$ cat src/design/timer_cc_pkg.sv
// Constants, register map and types of the modulo and capture/compare timer block
package timer_cc_pkg;

  // Register byte addresses on APB
  localparam logic [7:0] MOD_HIGH_ADDR = 8'h00;
  localparam logic [7:0] MOD_LOW_ADDR = 8'h04;
  localparam logic [7:0] SC0_ADDR = 8'h08;
  localparam logic [7:0] SC1_ADDR = 8'h0C;
  localparam logic [7:0] VAL0_HIGH_ADDR = 8'h10;
  localparam logic [7:0] VAL0_LOW_ADDR = 8'h14;
  localparam logic [7:0] VAL1_HIGH_ADDR = 8'h18;
  localparam logic [7:0] VAL1_LOW_ADDR = 8'h1C;
  localparam logic [7:0] TSC_ADDR = 8'h20;

  // Timer and channel status/control field positions
  localparam int OVF_FLAG_BIT = 7;
  localparam int OVF_IE_BIT = 6;
  localparam int STOP_BIT = 5;
  localparam int CRST_BIT = 4;
  localparam int CH_FLAG_BIT = 7;

  // Reset values
  localparam logic [15:0] MODULO_RESET = 16'hFFFF;
  localparam logic [15:0] COUNT_ZERO = 16'h0000;
  localparam logic STOP_RESET = 1'h1;

  // Edge/level codes; capture uses 01 rise, 10 fall, 11 any
  localparam logic [1:0] ELS_NONE = 2'h0;
  localparam logic [1:0] ELS_TOGGLE = 2'h1;
  localparam logic [1:0] ELS_CLEAR = 2'h2;
  localparam logic [1:0] ELS_SET = 2'h3;

  // Channel status/control byte, bit 7 down to bit 0
  typedef struct packed {
    logic flag;
    logic ie;
    logic ms_b;
    logic ms_a;
    logic [1:0] els;
    logic tov;
    logic max;
  } chan_ctrl_t;

  typedef enum logic [1:0] {MODE_PRESET, MODE_CAPTURE, MODE_COMPARE, MODE_BUFFERED} chan_mode_t;

  typedef enum logic [3:0] {
    SEL_NONE, SEL_MOD_H, SEL_MOD_L, SEL_SC0, SEL_SC1,
    SEL_V0_H, SEL_V0_L, SEL_V1_H, SEL_V1_L, SEL_TSC
  } reg_sel_t;

endpackage : timer_cc_pkg

$ cat src/design/timer_modulo_capture_compare.sv
// Modulo counter with capture/compare channel 0 and compare-only channel 1 behind an APB slave
module timer_modulo_capture_compare
  import timer_cc_pkg::*;
#(
  parameter int ADDR_W = 8
) (
  // Clock and reset
  input wire logic clk_i,
  input wire logic reset_i,
  // APB slave
  input wire logic psel_i,
  input wire logic penable_i,
  input wire logic pwrite_i,
  input wire logic [ADDR_W-1:0] paddr_i,
  input wire logic [31:0] pwdata_i,
  output logic [31:0] prdata_o,
  output logic pready_o,
  output logic pslverr_o,
  // Channel 0 pin
  input wire logic channel0_pin_i,
  output logic channel0_pin_o,
  output logic channel0_pin_oe_o,
  // Interrupt requests
  output logic overflow_irq_o,
  output logic [1:0] channel_irq_o
);

  if (ADDR_W < 8) begin : g_addr_check
    $error("ADDR_W must be at least 8");
  end

  function automatic chan_mode_t decode_mode(input chan_ctrl_t c);
    if (c.els == ELS_NONE) begin
      return MODE_PRESET;
    end else if (c.ms_b) begin
      return MODE_BUFFERED;
    end else if (c.ms_a) begin
      return MODE_COMPARE;
    end
    return MODE_CAPTURE;
  endfunction : decode_mode

  // Compare also runs with the pin released when mode A is one
  function automatic logic compare_on(input chan_ctrl_t c);
    return (decode_mode(c) == MODE_COMPARE) || (decode_mode(c) == MODE_BUFFERED) ||
           (decode_mode(c) == MODE_PRESET && c.ms_a);
  endfunction : compare_on

  logic [15:0] counter;
  logic [15:0] modulo;
  logic [15:0] value [2];
  chan_ctrl_t ctrl [2];
  chan_ctrl_t eff [2];
  chan_mode_t mode [2];
  logic stop, ovf_flag, ovf_ie, ovf_armed, mod_lock;
  logic [1:0] armed, cap_lock, cmp_lock, match, evt;
  logic active_sel, pending, max_active, pin_level;
  logic pin_s1, pin_s2, pin_s3;
  logic wr, rd, tick, wrap, ovf_event, counter_clear, cap_edge;
  logic [15:0] cmp_value [2];
  logic [7:0] next_rdata;
  reg_sel_t sel;

  //////////////////////////////////////////////////////////////////////////////
  // Bus decode

  assign wr = psel_i && penable_i && pwrite_i;
  assign rd = psel_i && penable_i && !pwrite_i;
  assign pready_o = penable_i;
  assign pslverr_o = psel_i && penable_i && (sel == SEL_NONE);

  always_comb begin
    if (paddr_i == ADDR_W'(MOD_HIGH_ADDR)) begin
      sel = SEL_MOD_H;
    end else if (paddr_i == ADDR_W'(MOD_LOW_ADDR)) begin
      sel = SEL_MOD_L;
    end else if (paddr_i == ADDR_W'(SC0_ADDR)) begin
      sel = SEL_SC0;
    end else if (paddr_i == ADDR_W'(SC1_ADDR)) begin
      sel = SEL_SC1;
    end else if (paddr_i == ADDR_W'(VAL0_HIGH_ADDR)) begin
      sel = SEL_V0_H;
    end else if (paddr_i == ADDR_W'(VAL0_LOW_ADDR)) begin
      sel = SEL_V0_L;
    end else if (paddr_i == ADDR_W'(VAL1_HIGH_ADDR)) begin
      sel = SEL_V1_H;
    end else if (paddr_i == ADDR_W'(VAL1_LOW_ADDR)) begin
      sel = SEL_V1_L;
    end else if (paddr_i == ADDR_W'(TSC_ADDR)) begin
      sel = SEL_TSC;
    end else begin
      sel = SEL_NONE;
    end
  end

  // Channel 1 control reads and acts as zero while the channel 0 mode B bit is one
  always_comb begin
    eff[0] = ctrl[0];
    eff[1] = ctrl[0].ms_b ? '0 : ctrl[1];
    mode[0] = decode_mode(eff[0]);
    mode[1] = decode_mode(eff[1]);
  end

  always_comb begin
    next_rdata = 8'h00;
    case (sel)
      SEL_MOD_H: next_rdata = modulo[15:8];
      SEL_MOD_L: next_rdata = modulo[7:0];
      SEL_SC0: next_rdata = eff[0];
      SEL_SC1: next_rdata = eff[1];
      SEL_V0_H: next_rdata = value[0][15:8];
      SEL_V0_L: next_rdata = value[0][7:0];
      SEL_V1_H: next_rdata = value[1][15:8];
      SEL_V1_L: next_rdata = value[1][7:0];
      SEL_TSC: next_rdata = {ovf_flag, ovf_ie, stop, 5'h00};
      default: next_rdata = 8'h00;
    endcase
  end

  // Read data settles in the setup cycle so the access cycle can end at once
  always_ff @(posedge clk_i) begin
    if (reset_i) begin
      prdata_o <= 32'h0000_0000;
    end else if (psel_i && !penable_i) begin
      prdata_o <= {24'h00_0000, next_rdata};
    end
  end

  //////////////////////////////////////////////////////////////////////////////
  // Counter and modulo

  assign counter_clear = wr && sel == SEL_TSC && pwdata_i[CRST_BIT];
  assign tick = !stop && !counter_clear;
  assign wrap = tick && (counter == modulo);
  assign ovf_event = wrap && !mod_lock;

  always_ff @(posedge clk_i) begin
    if (reset_i) begin
      counter <= COUNT_ZERO;
    end else if (counter_clear) begin
      counter <= COUNT_ZERO;
    end else if (wrap) begin
      counter <= COUNT_ZERO;
    end else if (tick) begin
      counter <= counter + 16'h0001;
    end
  end

  always_ff @(posedge clk_i) begin
    if (reset_i) begin
      modulo <= MODULO_RESET;
      mod_lock <= 1'b0;
    end else if (wr && sel == SEL_MOD_H) begin
      modulo[15:8] <= pwdata_i[7:0];
      mod_lock <= 1'b1;
    end else if (wr && sel == SEL_MOD_L) begin
      modulo[7:0] <= pwdata_i[7:0];
      mod_lock <= 1'b0;
    end
  end

  always_ff @(posedge clk_i) begin
    if (reset_i) begin
      stop <= STOP_RESET;
      ovf_ie <= 1'b0;
      ovf_flag <= 1'b0;
      ovf_armed <= 1'b0;
    end else begin
      if (wr && sel == SEL_TSC) begin
        stop <= pwdata_i[STOP_BIT];
        ovf_ie <= pwdata_i[OVF_IE_BIT];
      end
      if (ovf_event) begin
        ovf_flag <= 1'b1;
        ovf_armed <= 1'b0;
      end else if (wr && sel == SEL_TSC && !pwdata_i[OVF_FLAG_BIT] && ovf_armed) begin
        ovf_flag <= 1'b0;
        ovf_armed <= 1'b0;
      end else if (rd && sel == SEL_TSC && prdata_o[OVF_FLAG_BIT]) begin
        // Arm only on the value software actually saw in the setup cycle
        ovf_armed <= 1'b1;
      end
    end
  end

  assign overflow_irq_o = ovf_ie && ovf_flag && !mod_lock;

  //////////////////////////////////////////////////////////////////////////////
  // Channel events

  always_ff @(posedge clk_i) begin
    if (reset_i) begin
      pin_s1 <= 1'b0;
      pin_s2 <= 1'b0;
      pin_s3 <= 1'b0;
    end else begin
      pin_s1 <= channel0_pin_i;
      pin_s2 <= pin_s1;
      pin_s3 <= pin_s2;
    end
  end

  always_comb begin
    cap_edge = 1'b0;
    case (eff[0].els)
      ELS_TOGGLE: cap_edge = pin_s2 && !pin_s3;
      ELS_CLEAR: cap_edge = !pin_s2 && pin_s3;
      ELS_SET: cap_edge = pin_s2 != pin_s3;
      default: cap_edge = 1'b0;
    endcase
  end

  // Buffered mode compares against whichever value register is active
  assign cmp_value[0] = (mode[0] == MODE_BUFFERED) ? value[active_sel] : value[0];
  assign cmp_value[1] = value[1];

  always_comb begin
    for (int i = 0; i < 2; i++) begin
      match[i] = tick && compare_on(eff[i]) && !cmp_lock[i] &&
                 (counter == cmp_value[i]);
    end
    if (mode[0] == MODE_BUFFERED && cmp_lock[1]) begin
      match[0] = 1'b0;
    end
    // Channel 1 has no pin, so it never captures
    evt[0] = match[0] || (mode[0] == MODE_CAPTURE && !cap_lock[0] && cap_edge);
    evt[1] = match[1];
  end

  always_ff @(posedge clk_i) begin
    if (reset_i) begin
      ctrl[0] <= '0;
      ctrl[1] <= '0;
      armed <= 2'b00;
    end else begin
      for (int i = 0; i < 2; i++) begin
        if (wr && sel == (i == 0 ? SEL_SC0 : SEL_SC1) && !(i == 1 && ctrl[0].ms_b)) begin
          ctrl[i][6:0] <= pwdata_i[6:0];
        end
        // A new event beats a clear in the same cycle
        if (evt[i]) begin
          ctrl[i].flag <= 1'b1;
          armed[i] <= 1'b0;
        end else if (wr && sel == (i == 0 ? SEL_SC0 : SEL_SC1) && armed[i] &&
                     !pwdata_i[CH_FLAG_BIT]) begin
          ctrl[i].flag <= 1'b0;
          armed[i] <= 1'b0;
        end else if (rd && sel == (i == 0 ? SEL_SC0 : SEL_SC1) && prdata_o[CH_FLAG_BIT]) begin
          armed[i] <= 1'b1;
        end
      end
    end
  end

  assign channel_irq_o[0] = eff[0].ie && eff[0].flag;
  assign channel_irq_o[1] = eff[1].ie && eff[1].flag;

  //////////////////////////////////////////////////////////////////////////////
  // Value registers; left unreset on purpose

  always_ff @(posedge clk_i) begin
    if (evt[0] && mode[0] == MODE_CAPTURE) begin
      value[0] <= counter;
    end else if (wr && sel == SEL_V0_H) begin
      value[0][15:8] <= pwdata_i[7:0];
    end else if (wr && sel == SEL_V0_L) begin
      value[0][7:0] <= pwdata_i[7:0];
    end
    if (wr && sel == SEL_V1_H) begin
      value[1][15:8] <= pwdata_i[7:0];
    end else if (wr && sel == SEL_V1_L) begin
      value[1][7:0] <= pwdata_i[7:0];
    end
  end

  always_ff @(posedge clk_i) begin
    if (reset_i) begin
      cap_lock <= 2'b00;
      cmp_lock <= 2'b00;
    end else begin
      if (rd && sel == SEL_V0_H && mode[0] == MODE_CAPTURE) begin
        cap_lock[0] <= 1'b1;
      end else if (rd && sel == SEL_V0_L) begin
        cap_lock[0] <= 1'b0;
      end
      for (int i = 0; i < 2; i++) begin
        if (wr && sel == (i == 0 ? SEL_V0_H : SEL_V1_H) &&
            (compare_on(eff[i]) || mode[0] == MODE_BUFFERED)) begin
          cmp_lock[i] <= 1'b1;
        end else if (wr && sel == (i == 0 ? SEL_V0_L : SEL_V1_L)) begin
          cmp_lock[i] <= 1'b0;
        end
      end
    end
  end

  // The idle value register takes over at the next overflow once rewritten
  always_ff @(posedge clk_i) begin
    if (reset_i || mode[0] != MODE_BUFFERED) begin
      active_sel <= 1'b0;
      pending <= 1'b0;
    end else if (wrap && pending) begin
      active_sel <= !active_sel;
      pending <= 1'b0;
    end else if (wr && sel == (active_sel ? SEL_V0_L : SEL_V1_L)) begin
      pending <= 1'b1;
    end
  end

  //////////////////////////////////////////////////////////////////////////////
  // Pin output

  always_ff @(posedge clk_i) begin
    if (reset_i) begin
      max_active <= 1'b0;
      pin_level <= 1'b1;
    end else begin
      if (wrap) begin
        max_active <= ctrl[0].max;
      end
      if (mode[0] == MODE_PRESET) begin
        pin_level <= !ctrl[0].ms_a;
      end else if (mode[0] != MODE_CAPTURE) begin
        if (wrap && ctrl[0].tov) begin
          // Overflow first; clear-mode with max duty lands high
          pin_level <= (ctrl[0].max && ctrl[0].els == ELS_CLEAR) ? 1'b1 : !pin_level;
        end else if (match[0]) begin
          case (ctrl[0].els)
            ELS_TOGGLE: pin_level <= !pin_level;
            ELS_CLEAR: pin_level <= (max_active && ctrl[0].tov);
            ELS_SET: pin_level <= 1'b1;
            default: pin_level <= pin_level;
          endcase
        end
      end
    end
  end

  assign channel0_pin_o = pin_level;
  assign channel0_pin_oe_o = mode[0] == MODE_COMPARE || mode[0] == MODE_BUFFERED;
endmodule : timer_modulo_capture_compare

$ cat config.mk
export PLATFORM = sky130hd
export DESIGN_NAME = timer_modulo_capture_compare
export DESIGN_NICKNAME = d
export VERILOG_FILES = /design/src/design/timer_cc_pkg.sv /design/src/design/timer_modulo_capture_compare.sv
export SDC_FILE = /design/constraint.sdc
export NUM_CORES = 1
export LEC_CHECK = 0
export ABC_AREA = 1
export BUFFER_PORTS_ARGS = -buffer_cell sky130_fd_sc_hd__clkbuf_2
export CORE_AREA = 2 2 126 128
export CTS_CLUSTER_DIAMETER = 120
export CTS_CLUSTER_SIZE = 20
export DETAILED_ROUTE_END_ITERATION = 16
export DIE_AREA = 0 0 128 130
export PLACE_DENSITY = 0.73
export SETUP_SLACK_MARGIN = 0.15
export SLEW_MARGIN = 20
export SYNTH_ARGS = -nofsm -noshare
export SYNTH_HDL_FRONTEND = slang
export SYNTH_SLANG_ARGS = --single-unit
$ cat constraint.sdc
create_clock -name clk_i -period 2.05 [get_ports clk_i]
set_input_delay 0.41 -clock clk_i [delete_from_list [all_inputs] [get_ports clk_i]]
set_output_delay 0.41 -clock clk_i [all_outputs]
set_load 0.01 [all_outputs]
==> impl_summary.md <==
Logic synthesis
Yosys mapped a number of flops with a built-in enable equal to 48. The summed instance area of the synthesized netlist is 0.00601 sq mm. The most common flop cell mapped by yosys is sky130_fd_sc_hd__dfxtp_1. For this run, the number of Yosys warnings is 0.

After synthesis the netlist holds a flip-flop and latch count of 106. The share of synthesized area occupied by flip-flops and latches is 43.3%. For this run, asynchronously set or reset flops after synthesis account for 0%.

The cell count after synthesis is 802. Each instance of the synthesized netlist takes up on average 7.49 sq um. Yosys mapped the design onto 47 distinct sky130hd cell types.

Floorplan
The I/O pin total is 85. The initial utilization of the core area, before any placement, comes to 38.9%. The area of the core region is 0.0154 sq mm.

The die footprint is 0.0166 sq mm. The height of the chip is 130 um. The die is 128 um wide. In this run the core area contains 46 standard-cell rows.

Final layout
The relative area change from synthesis to final layout is 34.3%. The most common library cell in the layout ignoring fill and taps is sky130_fd_sc_hd__nand2_1. The fraction of final layout cells sized beyond drive strength 1 is 29.7%.

Leaving out fill and tap cells, the most frequent cells in the layout are sky130_fd_sc_hd__nand2_1 (183), sky130_fd_sc_hd__buf_4 (119), sky130_fd_sc_hd__inv_1 (99). The layout net count is 1,011. The total inserted antenna cells is 0. For this run, the number of standard cells in the final layout without fillers is 1,159.

Clock tree
TritonCTS built the clock tree. CTS placed an instance of sky130_fd_sc_hd__clkbuf_16 at the clock tree root. The number of clock sinks is 106. The post-cts hold buffer count is 0.

The number of buffers inserted during clock tree synthesis is 9. The number of levels the H-tree was split into is 3. After clock tree synthesis, the clock-pin slew on the worst setup and hold paths is 70 ps. The clock tree buffer depth is 2. For the worst-skew pair, the clock arrives at the later sink with an insertion delay of 350 ps.

Timing
The number of pins with negative max-slew slack in the final report was 0. Setup violations remaining at the end of the flow were counted as 22. The count of endpoints failing hold in the final timing report is 0. The final setup slack of the worst path is -154 ps.

The ratio of final minimum period to clock period is 108%. The worst clock skew on the final layout is 6.73 ps. Subtracting the final worst setup slack from the clock period gives 2200 ps.

Setup repair after global routing could not meet its margin everywhere. The worst hold slack across all endpoints is 246 ps. Static timing analysis puts the maximum clock frequency at 454 MHz.

Setup path
The data required time of the worst path is 2130 ps. The worst reg2reg path depth is 12. The critical path in this run is classified as flop to flop.

Of all nets on the critical path, the largest fanout is 11. The worst setup path endpoint is ctrl[0][7]$_SDFFCE_PN0P_. The type of element launching the critical path is a flop.

The worst reg2reg path endpoint is ctrl[0][7]$_SDFFCE_PN0P_. STA puts the critical path data arrival time at 2280 ps. The setup check on the worst reg-to-reg path leaves a slack of -150 ps. The critical path launch point is ctrl[0][2]$_DFFE_PP_. The startpoint identified for the worst register-to-register timing path is ctrl[0][2]$_DFFE_PP_. The worst setup path is captured at a flop.

Power
The design draws 4.40 mW. The worst IR drop on VDD is 0.397 mV. The leakage power summed over all cells is 3.60 nW. The areal power density over the cells is 546 mW/mm^2.

Routing
The per-cell routed wire length is 19.3 um. The pre-antenna-repair detailed-routing pass consisted of 6 iterations. The average via count per standard cell is 5.56.

After detailed routing, the number of remaining DRC violations is 0. The number of design-rule violations left by the first detailed-router iteration is 704. The final routed wirelength across all metal layers is 22.4 mm.

The via count of the routed design is 6,440. The count of nets left with antenna violations once routing finished came out at 0.

GRT
The aggregate global routing overflow is 0. The via count of the first global-routing pass was 5,754. The maximum number of pins on one net before global-route repair is 19. The first global-routing pass estimated 32.4 mm of wire. The global-route usage over all layers is 26.1%. The number of antenna violations at the first check in global routing is 0.

Flow run
The number of maximum-capacitance violations is 0.

Place
Detailed placement finished with a half-perimeter wire length of 16.4 mm. The number of port buffers is 36. The post-place setup slack is -128 ps. Once placement completed, the tool counted placed cells totaling 1,124. At the end of routability-driven placement, the weighted congestion stood at 0.984.

Outcome
The checks that failed: setup timing. The run finished, with violations left.

Worst hold path
The kind of path behind the tightest hold check is primary input to flop.
==> how the worst min path moves through the flow <==
stage	startpoint	endpoint	cells after the start
3_3_place_gp	pin_s1$_SDFF_PP0_	pin_s2$_SDFF_PP0_	2
2_1_floorplan	pin_s1$_SDFF_PP0_	pin_s2$_SDFF_PP0_	2
4_1_cts	channel0_pin_i	pin_s1$_SDFF_PP0_	3
6_report	channel0_pin_i	pin_s1$_SDFF_PP0_	3
3_5_place_dp	pin_s1$_SDFF_PP0_	pin_s2$_SDFF_PP0_	2
5_1_grt	channel0_pin_i	pin_s1$_SDFF_PP0_	3
==> cell families (layout without fill, tap and decap cells) <==
group                      Yosys count  in the layout  share of synthesized area, %
xor gates and xnor gates            13             13                          1.90
DFF                                106            106                          43.3
buffers and inverters              161            302                          12.1
AOI/OAI and AO/OA                  153            153                          14.6
and+or+nand+nor                    365            366                          27.4
adders and majority gates            3              3                         0.625
other                                1             24                        0.0624
==> per-layer routing <==
| metal | GRT usage (%) | wire, um |
|---|---|---|
| met1 | 33.7 | 8730 |
| met2 | 42.9 | 10300 |
| met3 | 3.94 | 2170 |
| met4 | 13.1 | 1180 |
| met5 | 0 | 0 |
==> sequential cells by signal, summed over array words and instances, names as in the netlist, 2 cells and up, named ones only <==
register  cells
ctrl         16
value        32
counter      16
prdata_o      8
armed         2
cmp_lock      2
modulo       16
==> critical path, cell delays in order, from the launching register on <==
cell and delay, ps:
sky130_fd_sc_hd__edfxtp_1 460, sky130_fd_sc_hd__o21ai_1 190, sky130_fd_sc_hd__buf_6 200, sky130_fd_sc_hd__nand2_1 100, sky130_fd_sc_hd__nand3_1 90, sky130_fd_sc_hd__nand2_1 60
sky130_fd_sc_hd__inv_1 50, sky130_fd_sc_hd__nand3_1 100, sky130_fd_sc_hd__nor2_2 170, sky130_fd_sc_hd__nand4_4 170, sky130_fd_sc_hd__nand3_4 180, sky130_fd_sc_hd__nand2_8 90
sky130_fd_sc_hd__nand2_4 70
==> cell usage after synthesis (3+ instances only) <==
master | instances | area share (%)
sky130_fd_sc_hd__nand2_1 | 203 | 13
sky130_fd_sc_hd__inv_1 | 107 | 6.7
sky130_fd_sc_hd__dfxtp_1 | 58 | 19
sky130_fd_sc_hd__a21oi_1 | 51 | 4.2
sky130_fd_sc_hd__nor2_1 | 49 | 3.1
sky130_fd_sc_hd__o21ai_0 | 49 | 4.1
sky130_fd_sc_hd__edfxtp_1 | 48 | 24
sky130_fd_sc_hd__nand3_1 | 45 | 3.8
sky130_fd_sc_hd__buf_4 | 26 | 3.3
sky130_fd_sc_hd__nor3_1 | 21 | 1.7
sky130_fd_sc_hd__o211ai_1 | 17 | 2.1
sky130_fd_sc_hd__nand4_1 | 13 | 1.4
sky130_fd_sc_hd__o22ai_1 | 13 | 1.4
sky130_fd_sc_hd__buf_2 | 12 | 1.0
sky130_fd_sc_hd__inv_2 | 9 | 0.56
sky130_fd_sc_hd__xnor2_1 | 7 | 1.0
sky130_fd_sc_hd__xor2_1 | 6 | 0.87
sky130_fd_sc_hd__clkbuf_1 | 5 | 0.31
sky130_fd_sc_hd__nor2_2 | 5 | 0.52
sky130_fd_sc_hd__o21ai_1 | 5 | 0.42
sky130_fd_sc_hd__a31oi_1 | 4 | 0.42
sky130_fd_sc_hd__nand2_2 | 4 | 0.42
sky130_fd_sc_hd__nand3b_1 | 4 | 0.50
sky130_fd_sc_hd__nor4_1 | 4 | 0.42
sky130_fd_sc_hd__ha_1 | 3 | 0.63
sky130_fd_sc_hd__nor3b_1 | 3 | 0.37
sky130_fd_sc_hd__o221ai_1 | 3 | 0.44
==> final cells by class <==
type / instances / area (sq um)
fillers: 1425 / 7360
multi-input cells: 559 / 3140
flip-flops and latches: 106 / 2620
repair buffers: 170 / 1330
clock buffers: 10 / 229
clock inverters: 6 / 73.8
well taps: 192 / 240
inverters: 116 / 439
==> repair_timing <==
action / in CTS / in global routing
hold endpoints to repair: 0 / 0
gates resized for setup: 44 / 76
setup endpoints to repair: 62 / 68
cloned: 3 / 1
pin swaps: 13 / 24
setup buffers: 4 / 11
==> power by group <==
part	switching (mW)	total, mW	internal, mW
sequential	0.0158	2.23	2.22
clock	0.835	1.80	0.965
combinational	0.234	0.373	0.139
total	1.08	4.40	3.32
==> metrics by stage <==
step                      instance area [sq um]  util (%)  setup TNS (ps)
after floorplan                            6090         -               0
after global placement                     7140      46.3           -1200
after detailed placement                   7140      46.3           -1470
after CTS                                  7690      49.9           -1240
after global routing                       8070      52.3           -3840
final                                      8070      52.3           -2550
Note: power is estimated with default switching activity, not from simulation.
